File: src/core/spc_pkg.sv
// Shared constants and types for the system pin control block.
// Assumes a single 10 MHz system clock; all timing is counted in its cycles.
package spc_pkg;

	// Clock rate and the watchdog reset pulse, with its length in cycles rounded up.
	localparam int CLK_PERIOD_NS = 100;
	localparam int DOG_PULSE_NS = 1000;
	localparam int DOG_PULSE_CYCLES = (DOG_PULSE_NS + CLK_PERIOD_NS - 1) / CLK_PERIOD_NS;

	// Cycles spent in reset after release so that the pin synchronisers settle.
	localparam int SYNC_SETTLE_CYCLES = 3;

	// Field positions in the control and status words.
	localparam int CLK_SRC_BIT = 14;
	localparam int BOOT_EN_BIT = 3;
	localparam int IRQ_ONE_POL_BIT = 0;
	localparam int IRQ_TWO_POL_BIT = 1;
	localparam int CONV_EN_BIT = 2;
	localparam int CLKPIN_CLOCK_BIT = 0;
	localparam int CLKPIN_DIR_BIT = 1;
	localparam int CLKPIN_DATA_BIT = 2;

	// Values after reset.
	localparam logic [15:0] SCS_RESET = 16'h0000;
	localparam logic [15:0] SCS2_RESET = 16'h0000;
	localparam logic [2:0] IRQ_CFG_RESET = 3'h0;
	localparam logic [2:0] CLKPIN_RESET = 3'h0;
	localparam logic FLAG_RESET = 1'b1;

	// Positions of the synchronised pins in one vector, and their idle levels.
	localparam int PIN_RESET = 0;
	localparam int PIN_PROT_A = 1;
	localparam int PIN_PROT_B = 2;
	localparam int PIN_IRQ_ONE = 3;
	localparam int PIN_IRQ_TWO = 4;
	localparam int PIN_BOOT = 5;
	localparam int PIN_OFF = 6;
	localparam int PIN_TRST = 7;
	localparam int PIN_EMULATOR_PIN_ZERO = 8;
	localparam int PIN_CLK_IO = 9;
	localparam int PIN_COUNT = 10;
	localparam logic [PIN_COUNT-1:0] PIN_IDLE = 10'h37F;

	// Core phase: held in reset, sampling straps, or running.
	typedef enum logic [2:0] {
		PH_HOLD = 3'b001,
		PH_SAMPLE = 3'b010,
		PH_RUN = 3'b100
	} spc_phase_type;

endpackage : spc_pkg

File: src/core/spc_pin_ctrl.sv
// System pin control: reset pin, watchdog reset pulse, drive protection, external
// interrupts, clock output pin, boot strap and flag, and the output-disable test state.
// Assumes one system clock; all pins are asynchronous and are synchronised here.
`timescale 1ns/10ps
`default_nettype none
module spc_pin_ctrl import spc_pkg::*; #(
	parameter int PC_WIDTH = 16,
	parameter int DOG_CYCLES = DOG_PULSE_CYCLES
) (
	input wire logic clk_sys,
	input wire logic rst,
	input wire logic sysResetNPinIn,
	output logic sysResetNPinOut,
	output logic sysResetNPinOeN,
	input wire logic dogOverflow,
	output logic coreHalt,
	input wire logic instrStep,
	output logic [PC_WIDTH-1:0] programCounter,
	input wire logic driveProtectAIn,
	input wire logic driveProtectBIn,
	input wire logic protectAClear,
	input wire logic protectBClear,
	output logic protectAIrq,
	output logic protectBIrq,
	output logic pwmAHiZ,
	output logic pwmBHiZ,
	input wire logic extIrqOneIn,
	input wire logic extIrqTwoIn,
	output logic extIrqOne,
	output logic extIrqTwo,
	output logic convStart,
	output logic extIrqOneLevel,
	output logic extIrqTwoLevel,
	input wire logic irqCfgWrEn,
	input wire logic [2:0] irqCfgWrData,
	output logic [2:0] irqCfg,
	input wire logic sysCtrlWrEn,
	input wire logic [15:0] sysCtrlWrData,
	output logic [15:0] sysCtrlStatus,
	input wire logic sysCtrlTwoWrEn,
	input wire logic [15:0] sysCtrlTwoWrData,
	output logic [15:0] sysCtrlStatusTwo,
	input wire logic cpuClockIn,
	input wire logic dogTimerClockIn,
	input wire logic clkPinIn,
	output logic cpuClockOut,
	output logic cpuClockOeN,
	input wire logic clkPinWrEn,
	input wire logic [2:0] clkPinWrData,
	output logic [2:0] clkPinCfg,
	output logic clkPinLevel,
	input wire logic bootEnPinIn,
	output logic extFlagOut,
	output logic extFlagOeN,
	input wire logic flagWrEn,
	input wire logic flagWrData,
	input wire logic outputDisablePinIn,
	input wire logic trstIn,
	input wire logic emulatorPinZeroIn,
	output logic outputDisable,
	output logic xtalOutOeN
);
	localparam int DOG_W = $clog2(DOG_CYCLES + 1);
	localparam logic [DOG_W-1:0] DOG_LOAD = DOG_W'(DOG_CYCLES);
	localparam logic [1:0] SETTLE_LAST = 2'(SYNC_SETTLE_CYCLES - 1);

	// Refuse widths and counts the logic cannot serve.
	if (PC_WIDTH < 1 || DOG_CYCLES < 1) begin : g_bad_param
		$error("spc_pin_ctrl: PC_WIDTH and DOG_CYCLES must be at least 1");
	end

	logic [PIN_COUNT-1:0] pinRaw;
	logic [PIN_COUNT-1:0] pinLevel;
	logic [PIN_COUNT-1:0] pinRise;
	logic [PIN_COUNT-1:0] pinFall;
	spc_phase_type phase;
	spc_phase_type next_phase;
	logic [1:0] settleCount;
	logic [DOG_W-1:0] dogCount;
	logic dogActive;
	logic coreResetReq;
	logic coreRun;
	logic holdReset;
	logic protectAFlag;
	logic protectBFlag;
	logic edgeOne;
	logic edgeTwo;
	logic flagValue;

	// Every asynchronous pin goes through the same synchroniser before any decision.
	assign pinRaw = {clkPinIn, emulatorPinZeroIn, trstIn, outputDisablePinIn, bootEnPinIn,
		extIrqTwoIn, extIrqOneIn, driveProtectBIn, driveProtectAIn, sysResetNPinIn};

	spc_pin_sync #(
		.WIDTH(PIN_COUNT),
		.IDLE(PIN_IDLE)
	) u_sync (
		.clk_sys(clk_sys),
		.rst(rst),
		.pinIn(pinRaw),
		.level(pinLevel),
		.rise(pinRise),
		.fall(pinFall)
	);
	// The core is held while the pin is low or our own watchdog pulse runs.
	assign dogActive = (dogCount != '0);
	assign coreResetReq = ~pinLevel[PIN_RESET] | dogActive;
	assign coreRun = (phase == PH_RUN);
	assign holdReset = (phase == PH_HOLD);
	assign coreHalt = ~coreRun;
	// Watchdog pulse; a second overflow during a running pulse does not stretch it.
	always_ff @(posedge clk_sys or posedge rst) begin
		if (rst) begin
			dogCount <= '0;
		end else if (dogActive) begin
			dogCount <= dogCount - DOG_W'(1);
		end else if (dogOverflow) begin
			dogCount <= DOG_LOAD;
		end
	end
	// The reset pin is open drain: only ever pulled low, and released in the test state.
	assign sysResetNPinOut = 1'b0;
	assign sysResetNPinOeN = ~dogActive | outputDisable;
	// Phase sequencing; SAMPLE is the last reset cycle, so straps see settled pins.
	always_comb begin
		next_phase = phase;
		case (phase)
			PH_HOLD: begin
				if (!coreResetReq && settleCount == SETTLE_LAST) begin
					next_phase = PH_SAMPLE;
				end
			end
			PH_SAMPLE: begin
				next_phase = coreResetReq ? PH_HOLD : PH_RUN;
			end
			PH_RUN: begin
				if (coreResetReq) begin
					next_phase = PH_HOLD;
				end
			end
			default: begin
				next_phase = PH_HOLD;
			end
		endcase
	end

	always_ff @(posedge clk_sys or posedge rst) begin
		if (rst) begin
			phase <= PH_HOLD;
		end else begin
			phase <= next_phase;
		end
	end
	// Settling count restarts whenever reset is requested again.
	always_ff @(posedge clk_sys or posedge rst) begin
		if (rst) begin
			settleCount <= '0;
		end else if (!holdReset || coreResetReq) begin
			settleCount <= '0;
		end else if (settleCount != SETTLE_LAST) begin
			settleCount <= settleCount + 2'h1;
		end
	end
	// Program counter is cleared in every cycle outside RUN, so the first fetch is from address zero.
	always_ff @(posedge clk_sys or posedge rst) begin
		if (rst) begin
			programCounter <= '0;
		end else if (!coreRun) begin
			programCounter <= '0;
		end else if (instrStep) begin
			programCounter <= programCounter + PC_WIDTH'(1);
		end
	end
	// Control words; the HOLD phase wins over a software write, while SAMPLE accepts writes.
	always_ff @(posedge clk_sys or posedge rst) begin
		if (rst) begin
			sysCtrlStatus <= SCS_RESET;
			irqCfg <= IRQ_CFG_RESET;
			clkPinCfg <= CLKPIN_RESET;
		end else if (holdReset) begin
			sysCtrlStatus <= SCS_RESET;
			irqCfg <= IRQ_CFG_RESET;
			clkPinCfg <= CLKPIN_RESET;
		end else begin
			if (sysCtrlWrEn) begin
				sysCtrlStatus <= sysCtrlWrData;
			end
			if (irqCfgWrEn) begin
				irqCfg <= irqCfgWrData;
			end
			if (clkPinWrEn) begin
				clkPinCfg <= clkPinWrData;
			end
		end
	end
	// Second status word; the boot bit is loaded only from the strap and ignores writes.
	always_ff @(posedge clk_sys or posedge rst) begin
		if (rst) begin
			sysCtrlStatusTwo <= SCS2_RESET;
		end else if (holdReset) begin
			sysCtrlStatusTwo <= SCS2_RESET;
		end else if (phase == PH_SAMPLE) begin
			sysCtrlStatusTwo[BOOT_EN_BIT] <= pinLevel[PIN_BOOT];
		end else if (sysCtrlTwoWrEn) begin
			sysCtrlStatusTwo <= sysCtrlTwoWrData;
			sysCtrlStatusTwo[BOOT_EN_BIT] <= sysCtrlStatusTwo[BOOT_EN_BIT];
		end
	end
	// Protection latches: a new fault in the clear cycle wins, so no fault is lost.
	always_ff @(posedge clk_sys or posedge rst) begin
		if (rst) begin
			protectAFlag <= 1'b0;
			protectBFlag <= 1'b0;
		end else begin
			if (pinFall[PIN_PROT_A]) begin
				protectAFlag <= 1'b1;
			end else if (protectAClear || holdReset) begin
				protectAFlag <= 1'b0;
			end
			if (pinFall[PIN_PROT_B]) begin
				protectBFlag <= 1'b1;
			end else if (protectBClear || holdReset) begin
				protectBFlag <= 1'b0;
			end
		end
	end
	// Interrupt events come straight from the synchroniser's edge flops.
	assign protectAIrq = pinFall[PIN_PROT_A];
	assign protectBIrq = pinFall[PIN_PROT_B];
	assign pwmAHiZ = protectAFlag | outputDisable;
	assign pwmBHiZ = protectBFlag | outputDisable;
	// External interrupts: polarity bit set selects the rising edge, clear the falling.
	assign edgeOne = irqCfg[IRQ_ONE_POL_BIT] ? pinRise[PIN_IRQ_ONE] : pinFall[PIN_IRQ_ONE];
	assign edgeTwo = irqCfg[IRQ_TWO_POL_BIT] ? pinRise[PIN_IRQ_TWO] : pinFall[PIN_IRQ_TWO];

	always_ff @(posedge clk_sys or posedge rst) begin
		if (rst) begin
			extIrqOne <= 1'b0;
			extIrqTwo <= 1'b0;
			convStart <= 1'b0;
		end else begin
			extIrqOne <= coreRun & edgeOne;
			extIrqTwo <= coreRun & edgeTwo;
			convStart <= coreRun & edgeTwo & irqCfg[CONV_EN_BIT];
		end
	end
	// Both interrupt pins stay readable as GPIO inputs.
	assign extIrqOneLevel = pinLevel[PIN_IRQ_ONE];
	assign extIrqTwoLevel = pinLevel[PIN_IRQ_TWO];
	// Clock pin mux is combinational, since a flop at the system rate would destroy the clock.
	assign cpuClockOut = clkPinCfg[CLKPIN_CLOCK_BIT]
		? (sysCtrlStatus[CLK_SRC_BIT] ? dogTimerClockIn : cpuClockIn)
		: clkPinCfg[CLKPIN_DATA_BIT];
	assign cpuClockOeN = ~(clkPinCfg[CLKPIN_CLOCK_BIT] | clkPinCfg[CLKPIN_DIR_BIT]) | outputDisable;
	assign clkPinLevel = pinLevel[PIN_CLK_IO];
	// Flag value returns high on every reset and is software driven after.
	always_ff @(posedge clk_sys or posedge rst) begin
		if (rst) begin
			flagValue <= FLAG_RESET;
		end else if (!coreRun) begin
			flagValue <= FLAG_RESET;
		end else if (flagWrEn) begin
			flagValue <= flagWrData;
		end
	end
	// The boot pin is an input during reset and the flag output once running.
	assign extFlagOut = flagValue;
	assign extFlagOeN = ~coreRun | outputDisable;
	// Output disable needs all three test conditions at once.
	always_ff @(posedge clk_sys or posedge rst) begin
		if (rst) begin
			outputDisable <= 1'b0;
		end else begin
			outputDisable <= ~pinLevel[PIN_OFF] & ~pinLevel[PIN_TRST] & pinLevel[PIN_EMULATOR_PIN_ZERO];
		end
	end

	assign xtalOutOeN = outputDisable;
endmodule : spc_pin_ctrl
`default_nettype wire

File: src/core/spc_pin_sync.sv
// Three-stage pin synchroniser with a settled level and one-cycle edge pulses.
// Assumes asynchronous pins; a change counts once stages two and three agree.
`timescale 1ns/10ps
`default_nettype none
module spc_pin_sync #(
	parameter int WIDTH = 1,
	parameter logic [WIDTH-1:0] IDLE = '1
) (
	input wire logic clk_sys,
	input wire logic rst,
	input wire logic [WIDTH-1:0] pinIn,
	output logic [WIDTH-1:0] level,
	output logic [WIDTH-1:0] rise,
	output logic [WIDTH-1:0] fall
);
	logic [WIDTH-1:0] stageOne;
	logic [WIDTH-1:0] stageTwo;
	logic [WIDTH-1:0] stageThree;
	logic [WIDTH-1:0] next_level;

	// The first stage feeds only the second, so metastability has a full cycle to resolve.
	always_ff @(posedge clk_sys or posedge rst) begin
		if (rst) begin
			stageOne <= IDLE;
			stageTwo <= IDLE;
			stageThree <= IDLE;
		end else begin
			stageOne <= pinIn;
			stageTwo <= stageOne;
			stageThree <= stageTwo;
		end
	end

	// A bit moves only when the two later stages agree, which rejects one-cycle glitches.
	assign next_level = (~(stageTwo ^ stageThree) & stageThree) | ((stageTwo ^ stageThree) & level);

	// Settled level and edges, each edge a single-cycle pulse.
	always_ff @(posedge clk_sys or posedge rst) begin
		if (rst) begin
			level <= IDLE;
			rise <= '0;
			fall <= '0;
		end else begin
			level <= next_level;
			rise <= next_level & ~level;
			fall <= ~next_level & level;
		end
	end
endmodule : spc_pin_sync
`default_nettype wire

File: config.mk
export PLATFORM = sky130hd
export DESIGN_NAME = spc_pin_ctrl
export DESIGN_NICKNAME = d
export VERILOG_FILES = /design/src/core/spc_pkg.sv /design/src/core/spc_pin_ctrl.sv /design/src/core/spc_pin_sync.sv
export SDC_FILE = /design/constraint.sdc
export NUM_CORES = 1
export LEC_CHECK = 0
export ABC_AREA = 1
export CAP_MARGIN = 15
export CORE_UTILIZATION = 55
export DETAILED_ROUTE_END_ITERATION = 16
export DONT_BUFFER_PORTS = 1
export GPL_ROUTABILITY_DRIVEN = 0
export GPL_TIMING_DRIVEN = 0
export PLACE_DENSITY = 0.69
export SKIP_LAST_GASP = 1
export SLEW_MARGIN = 20
export SYNTH_ARGS = -nofsm -noshare
export SYNTH_HDL_FRONTEND = slang
export SYNTH_SLANG_ARGS = --single-unit
File: constraint.sdc
create_clock -name clk_sys -period 8.87 [get_ports clk_sys]
set_input_delay 1.774 -clock clk_sys [delete_from_list [all_inputs] [get_ports clk_sys]]
set_output_delay 1.774 -clock clk_sys [all_outputs]
set_load 0.02 [all_outputs]
# --- Word level (Yosys, flattened, before mapping) ---
# Cells that the tools add are included.
# W data, S select, Z words.
op_classes:
  add_sub_neg: 3
  n_eq_ne: 10
  muxes: 31
  bitwise: 27
  n_reduce_logical: 18
ops:
  columns: ["cell", "count"]
  rows:
  - ["$mux W16", 6]
  - ["$mux W3", 8]
  - ["$and A10 B10 Y10", 2]
  - ["$reduce_bool A2 Y1", 9]
  - ["$add A16 B1 Y16 const B", 1]
  - ["$mux W12", 1]
  - ["$mux W1", 11]
  - ["$and A5 B5 Y5", 2]
  - ["$ne A2 B2 Y1 const B", 5]
  - ["$not A10 Y10", 1]
  - ["$not A5 Y5", 2]
  - ["$or A10 B10 Y10", 1]
  - ["$xor A10 B10 Y10", 1]
  - ["$pmux W3 S3", 1]
  - ["$mux W4", 2]
  - ["$or A1 B1 Y1", 7]
  - ["$not A1 Y1", 6]
  - ["$and A1 B1 Y1", 5]
  - ["$mux W2", 2]
  - ["$reduce_and A2 Y1", 2]
  - ["$reduce_bool A4 Y1", 1]
  - ["$sub A4 B1 Y4 const B", 1]
  - ["$eq A3 B1 Y1 const B", 1]
  - ["$eq A3 B2 Y1 const B", 1]
  - ["7 further kinds", 10]
word_totals:
  ff_bits: 120
  input_bits: 62
  output_inout_bits: 73
  word_cells: 111

# --- Logic depth before layout (Yosys ltp) ---
# Gate-level depths: netlist of run 1.
logic_depth:
  depth_word: 6
  ltp_mapped: 8
  depth_no_buf: 8

# --- Cells and area by module ---
# A second synthesis of run 1 with hierarchy kept.
unflattened:
  hier_cells: 550
  area_unflattened_um2: 5236.3
by_module_without_submodules:
  columns: ["mod", "instances", "cells_each", "area_per_inst_um2", "seq_area_each_um2"]
  rows:
  - ["spc_pin_ctrl", 1, 409, 3348.2, 1754.2]
  - ["spc_pin_sync", 1, 141, 1888.1, 1546.5]

# --- Worst setup path before layout of run 1 ---
# No wires, ideal clock.
synth_timing:
  path_kind: "input to output"
  from: "input port cpuClockIn"
  to: "output port cpuClockOut"
  arrival_time_ns: 2.196
  path_slack_ns: 4.900
  stages: 2
  n_path_buf: 0
  path_cell_list: "o21ai_0 > o22ai_1"
synth_via:
  elab_chain_len: 2
synth_rtl:
  columns: ["element", "line", "text"]
  rows:
  - ["start: declaration", "spc_pin_ctrl.sv:43", "input wire logic cpuClockIn,"]
  - ["$mux W1 (2 in series)", "spc_pin_ctrl.sv:252", "? (sysCtrlStatus[CLK_SRC_BIT] ? dogTimerClockIn : cpuClockIn)"]
  - ["end: declaration", "spc_pin_ctrl.sv:46", "output logic cpuClockOut,"]
# Every way passes these cells.

# --- Worst setup path after layout of run 1 ---
# Ends and elaborated chain as after synthesis.

==> results of run 1 <==
==> power breakdown <==
part	switching, mW	total [mW]	internal, mW	leakage [nW]
clock network	0.243	0.612	0.369	0.262
registers	0.0179	0.582	0.564	1.46
logic	0.0478	0.0722	0.0245	0.791
==> registers in the layout, summed over array words and instances (netlist names), named ones only <==
register           count
u_sync.stageThree     10
dogCount               4
extIrqOne              1
programCounter        16
sysCtrlStatusTwo      16
protectBFlag           1
convStart              1
u_sync.fall            4
u_sync.rise            2
phase                  3
settleCount            2
extIrqTwo              1
sysCtrlStatus         16
u_sync.level           4
u_sync.stageOne       10
extFlagOut             1
outputDisable          1
clkPinCfg              3
irqCfg                 3
u_sync.stageTwo       10
protectAFlag           1
==> synthesized netlist by cell type, types with 4 or more instances <==
cell / number
dfstp_2: 38
ha_1: 4
a21oi_1: 19
a31oi_1: 22
inv_1: 95
o21ai_2: 10
nor3_1: 6
maj3_1: 8
dfrtp_1: 78
o21ai_0: 16
nand3_1: 25
buf_4: 5
nor2_1: 57
nand2_1: 53
==> cell type report <==
type                       count  area share
clock inverter                13     0.01879
tap                          105     0.02436
buffer                        12     0.01369
sequential                   116      0.5471
clock buffer                  19     0.08399
multi-input combinational    240      0.2367
inverter                      99     0.07030
timing repair buffer           1    0.005104
==> per-stage QoR <==
step / hold WS, ns / instances / instance area [sq um] / power [mW] / util
detailed placement: 0.3472 / 573 / 4838 / 0.6647 / 0.5889
global placement: 0.3340 / 572 / 4806 / 0.6572 / 0.5849
floorplan: 0.3312 / 467 / 4674 / 0.6459 / -
global route: 0.3582 / 605 / 5393 / 1.318 / 0.6563
finish: 0.3516 / 605 / 5393 / 1.266 / 0.6563
CTS: 0.3555 / 605 / 5393 / 1.282 / 0.6563
==> worst max-delay path by stage <==
stage                    start                         endpoint
floorplan                  rst                        async pin
global placement           rst  sysCtrlStatusTwo[1]$_DFFE_PP0P_
detailed placement  cpuClockIn                      cpuClockOut
CTS                 cpuClockIn                      cpuClockOut
global route        cpuClockIn                      cpuClockOut
finish              cpuClockIn                      cpuClockOut
==> kinds of logic (layout without fill, tap and decap cells) <==
family / after synthesis / count (layout) / synth area share
mux: 2 / 2 / 0.004283
buf+inv: 111 / 144 / 0.09582
simple gates: 151 / 151 / 0.1413
flops: 116 / 116 / 0.6312
xor+xnor: 2 / 2 / 0.003748
compound gates: 72 / 72 / 0.09502
fa+ha+maj: 12 / 12 / 0.02784
other cells: 1 / 1 / 0.0008022
==> layer usage <==
layer	global-route usage	part of all wire	wire length, um
met1	0.2391	0.39	3326
met2	0.3436	0.50	4232
met3	0.08414	0.093	784
met4	0.08077	0.013	113
met5	0	0	0
==> cell usage in the layout (no fill, tap or decap), types with 2 or more instances in the layout <==
cell type,netlist,routed
clkbuf_16,0,17
clkinvlp_4,0,4
nor2_1,57,57
nor3b_1,3,3
a21oi_1,19,19
inv_2,3,3
o21ai_2,10,10
maj3_1,8,8
dfrtp_1,78,78
nand3_1,25,25
nor2_2,2,2
dfstp_2,38,38
o31ai_1,2,2
inv_6,0,3
a31oi_1,22,22
nor3_1,6,6
nand2_1,53,53
buf_2,2,2
clkinv_4,0,5
ha_1,4,4
inv_1,95,94
o21ai_0,16,16
clkbuf_8,0,2
buf_4,5,5
clkbuf_1,3,3
clkinv_2,0,2
mux2i_1,2,2
==> flow_metrics.env, run 1 <==
export IMPL_initial_core_util=0.5689
export IMPL_setup_viol=0
export IMPL_diodes=0
export IMPL_cp_end_kind="output pin"
export IMPL_worstPathMaxFanout=1
export IMPL_grt_overflow=0
export IMPL_drtAntennaViolNets=0
export IMPL_cts_tree="built"
export IMPL_post_route_period_util=0.4515
export IMPL_rsz0062_at_grt="no"
export IMPL_syn_to_final_growth_pct=15.36
export IMPL_cp_depth=2
export IMPL_synth_area_sq_um=4674
export IMPL_dp_slack_ns=4.870
export IMPL_ys_ff_latch=116
export IMPL_worst_slack_ns=4.866
export IMPL_regArea_sq_um=2950
export IMPL_worst_pin_slew_ns=0.6843
export IMPL_cp_start_kind="primary input"
export IMPL_core_area_sq_um=8217
export IMPL_synthFlopType="dfrtp_1"
export IMPL_timing_fmax_mhz=249.7
export IMPL_fillers=660
export IMPL_clockBufferDepth=2
export IMPL_htreeDepth=4
export IMPL_worstReg2RegEnd="phase[0]$_DFFE_PP1P_"
export IMPL_report_final_hold_viol_count=0
export IMPL_hold_depth=0
export IMPL_yosysTopAreaCellShare=0.4176
export IMPL_min_to="u_sync.stageTwo[7]$_DFF_PP0_"
export IMPL_grt_usage=0.2075
export IMPL_cts_hold_buf=0
export IMPL_multi_input_area_sq_um=1276
export IMPL_drt_pass1_iterations=4
export IMPL_relSlewSlack=0.5390
export IMPL_postCtsSetupRepairBufs=0
export IMPL_worstHoldStart="u_sync.stageOne[7]$_DFF_PP0_"
export IMPL_drive_above_1_share=0.2000
export IMPL_synth_edff_count=0
export IMPL_nets=553
export IMPL_drc_errors=0
export IMPL_timing_hold_worst_class="reg2reg"
export IMPL_worstRegToRegCells=8
export IMPL_antenna_found_initial=0
export IMPL_fp_dieW_um=94.19
export IMPL_cp_cell_sequence="o21ai_0, o22ai_1"
export IMPL_regToRegStartpoint="dogCount[0]$_DFFE_PP0P_"
export IMPL_dieArea_sq_um=8872
export IMPL_critical_path_slowest_cell="o22ai_1"
export IMPL_io_pins=135
export IMPL_arrival_ns=2.23
export IMPL_fin_crit_ns=4.004
export IMPL_routedWlPerCell_um=13.98
export IMPL_rrSetupSlack_ns=7.26
export IMPL_crit_type="in2out"
export IMPL_syn_nets=533
export IMPL_cts_resized=0
export IMPL_grt_pass1_vias=3099
export IMPL_yosysWarnings=0
export IMPL_finalClockSkew_ns=0.005428
export IMPL_syn_area_per_cell_sq_um=10.01
export IMPL_max_vdd_ir_drop_v=0.0001287
export IMPL_dpl_hpwl_um=6000
export IMPL_cts_root_buf="clkbuf_8"
export IMPL_netlist_instances=467
export IMPL_die_h_um=94.19
export IMPL_row_count=33
export IMPL_clock_sinks=116
export IMPL_numCtsBuffers=17
export IMPL_io_buffers=0
export IMPL_synth_largest_area_cell="dfrtp_1"
export IMPL_p_leak_nw=2.515
export IMPL_power_density_nw_per_um2=234.8
export IMPL_required_ns=7.10
export IMPL_crit_buf_inv=0
export IMPL_yosys_top_cells_area="dfrtp_1, dfstp_2, inv_1"
export IMPL_viasPerCell=5.073
export IMPL_worstSkewPairLatency_ns=0.50
export IMPL_clkTransAtPathRegs_ns=0.06
export IMPL_grt_max_degree=72
export IMPL_ys_types=35
export IMPL_cap_violations=0
export IMPL_wirelength_um=8456
export IMPL_vias=3069
export IMPL_drt_iter0_markers=65
export IMPL_grt_first_pass_wirelength_um=13940
export IMPL_tns_ns=0
export IMPL_async_flop_share=1.000
export IMPL_status="finished clean"
export IMPL_critical_path_max_stage_delay_ns=0.39
export IMPL_cpLargestDelayFamily="compound AO/OA/AOI/OAI gates"
export IMPL_ys_seq_area_frac=0.6312
export IMPL_slew_violations=0
Power figures use the tool's default switching activity.
==> run 2: changes to the inputs <==
PLACE_DENSITY = 0.72   (was 0.69)
clock period = 3.28 ns   (was 8.87 ns; I/O delays follow)
==> run 2 against run 1 <==
Net effect:
- wire length up 7.4%
- first-iteration DRC count up 130%
- setup slack worse by 3.9 ns
- die area unchanged
- critical endpoint is now extFlagOeN
- largest power group unchanged
==> flow_metrics.env, run 2 (same netlist as run 1, synthesis figures left out) <==
export IMPL_initial_core_util=0.5689
export IMPL_routedWlPerCell_um=14.96
export IMPL_io_buffers=0
export IMPL_crit_buf_inv=1
export IMPL_top_regs="programCounter (16), sysCtrlStatusTwo (16), sysCtrlStatus (16)"
export IMPL_worstPathMaxFanout=10
export IMPL_viasPerCell=5.152
export IMPL_cp_end_kind="output pin"
export IMPL_drtAntennaViolNets=0
export IMPL_mostFrequentLayoutCell="inv_1"
export IMPL_arrival_ns=1.65
export IMPL_required_ns=2.62
export IMPL_grt_first_pass_wirelength_um=14770
export IMPL_slew_violations=0
export IMPL_row_count=33
export IMPL_clock_sinks=116
export IMPL_grt_pass1_vias=3158
export IMPL_drt_pass1_iterations=4
export IMPL_rsz0062_at_grt="no"
export IMPL_fin_crit_ns=2.304
export IMPL_core_area_sq_um=8217
export IMPL_postCtsSetupRepairBufs=0
export IMPL_dpl_hpwl_um=6366
export IMPL_clockBufferDepth=2
export IMPL_cts_hold_buf=0
export IMPL_power_density_nw_per_um2=656.2
export IMPL_drc_errors=0
export IMPL_critical_path_max_stage_delay_ns=0.43
export IMPL_diodes=0
export IMPL_numCtsBuffers=17
export IMPL_syn_to_final_growth_pct=16.70
export IMPL_critical_path_slowest_cell="dfrtp_1"
export IMPL_finalClockSkew_ns=0.01248
export IMPL_power_switching_mw=0.7888
export IMPL_grt_usage=0.2229
export IMPL_cp_start_kind="flop"
export IMPL_setup_viol=0
export IMPL_worst_pin_slew_ns=0.6412
export IMPL_tns_ns=0
export IMPL_cts_resized=0
export IMPL_post_route_period_util=0.7023
export IMPL_status="finished clean"
export IMPL_power_frac_seq=0.440
export IMPL_cap_violations=0
export IMPL_power_internal_mw=2.791
export IMPL_wirelength_um=9081
export IMPL_rrSetupSlack_ns=1.64
export IMPL_comb_power_share=0.057
export IMPL_vias=3127
export IMPL_antenna_found_initial=0
export IMPL_drt_iter0_markers=150
export IMPL_grt_max_degree=37
export IMPL_fillers=636
export IMPL_cts_tree="built"
export IMPL_worstSkewPairLatency_ns=0.50
export IMPL_drive_above_1_share=0.1952
export IMPL_cp_cell_sequence="nor3_4, buf_4, nand2_1"
export IMPL_crit_type="reg2out"
export IMPL_htreeDepth=4
export IMPL_dieArea_sq_um=8872
export IMPL_timing_fmax_mhz=434.1
export IMPL_io_pins=135
export IMPL_timing_hold_worst_class="in2async"
export IMPL_cts_root_buf="clkbuf_8"
export IMPL_fp_dieW_um=94.19
export IMPL_clkTransAtPathRegs_ns=0.05
export IMPL_switching_share=0.2204
export IMPL_p_leak_nw=2.546
export IMPL_relSlewSlack=0.5680
export IMPL_design_power_total_mw=3.580
export IMPL_nets=555
export IMPL_grt_overflow=0
export IMPL_max_vdd_ir_drop_v=0.0003893
export IMPL_cpLargestDelayFamily="simple AND/OR/NAND/NOR gates"
export IMPL_die_h_um=94.19
export IMPL_pwr_share_clk=0.504
export IMPL_final_cell_mix="inv_1, dfrtp_1, nor2_1"
export IMPL_report_final_hold_viol_count=0
-- run 2: cell count changes in the layout (fill, tap and decap cells not counted) --
cell	previous run	this run
inv_6	3	0
clkbuf_8	2	3
clkbuf_1	3	7
buf_12	0	3
clkinv_4	5	1
clkbuf_16	17	16
buf_16	1	0
bufinv_16	0	3
clkinv_2	2	3
clkinvlp_4	4	3
-- run 2: metal layers --
metal | track usage | part of all wire | up-vias
met5 | 0 | 0 | -
met4 | 0.09231 | 0.0056 | 0
li1 | - | - | 1514
met1 | 0.2676 | 0.41 | 1506
met3 | 0.08414 | 0.088 | 5
met2 | 0.3593 | 0.50 | 102
-- run 2: path summary, 6_finish.rpt --
| kind | start | end | cells past startpoint |
|---|---|---|---|
| worst max-delay path | phase[1]$_DFFE_PP0P_ | extFlagOeN | 3 |
| worst min-delay path | rst | outputDisable$_DFF_PP0_ | 1 |
| worst max register to register | dogCount[0]$_DFFE_PP0P_ | phase[0]$_DFFE_PP1P_ | 8 |
| worst min register to register | u_sync.stageOne[5]$_DFF_PP1_ | u_sync.stageTwo[5]$_DFF_PP1_ | 0 |
| max in group asynchronous | rst | u_sync.stageOne[3]$_DFF_PP1_ | 3 |
| min in group clk_sys | driveProtectAIn | u_sync.stageOne[1]$_DFF_PP1_ | 0 |
-- run 2: power groups by stage --
stage,clock network [mW],registers (mW),logic (mW)
after global routing,1.91,1.58,0.232
after global placement,0,1.59,0.182
after detailed placement,0,1.60,0.206
final,1.80,1.57,0.203
after CTS,1.84,1.58,0.206
after floorplan,0,1.59,0.161
-- run 2: worst reg2reg max path, cell delays in order, from the launching register on --
cell and delay, ns:
dfrtp_1 0.35, inv_1 0.13, ha_1 0.20, nand3_1 0.18, nor2_1 0.34, nand2_1 0.14, nand2_1 0.10, nand3_1 0.07
nand2_1 0.06
-- run 2: cell type report --
type / instances / area, sq um / area share
Sequential cell: 116 / 2950 / 0.5408
Multi-Input combinational cell: 240 / 1276 / 0.2339
Clock buffer: 23 / 456.7 / 0.08372
Inverter: 99 / 377.9 / 0.06927
Tap cell: 105 / 131.4 / 0.02408
Clock inverter: 9 / 128.9 / 0.02362
Buffer: 12 / 73.82 / 0.01353
Timing Repair Buffer: 3 / 60.06 / 0.01101
-- run 2: stage by stage --
step / area [sq um] / utilization / instances / hold slack (ns) / worst slack, ns
floorplan: 4678 / - / 467 / 0.3312 / 1.242
global placement: 4810 / 0.5854 / 572 / 0.3375 / 0.6957
detailed placement: 4870 / 0.5927 / 575 / 0.3417 / 1.493
CTS: 5455 / 0.6639 / 607 / 0.06025 / 0.9487
global route: 5455 / 0.6639 / 607 / 0.07997 / 0.8542
finish: 5455 / 0.6639 / 607 / 0.06947 / 0.9764
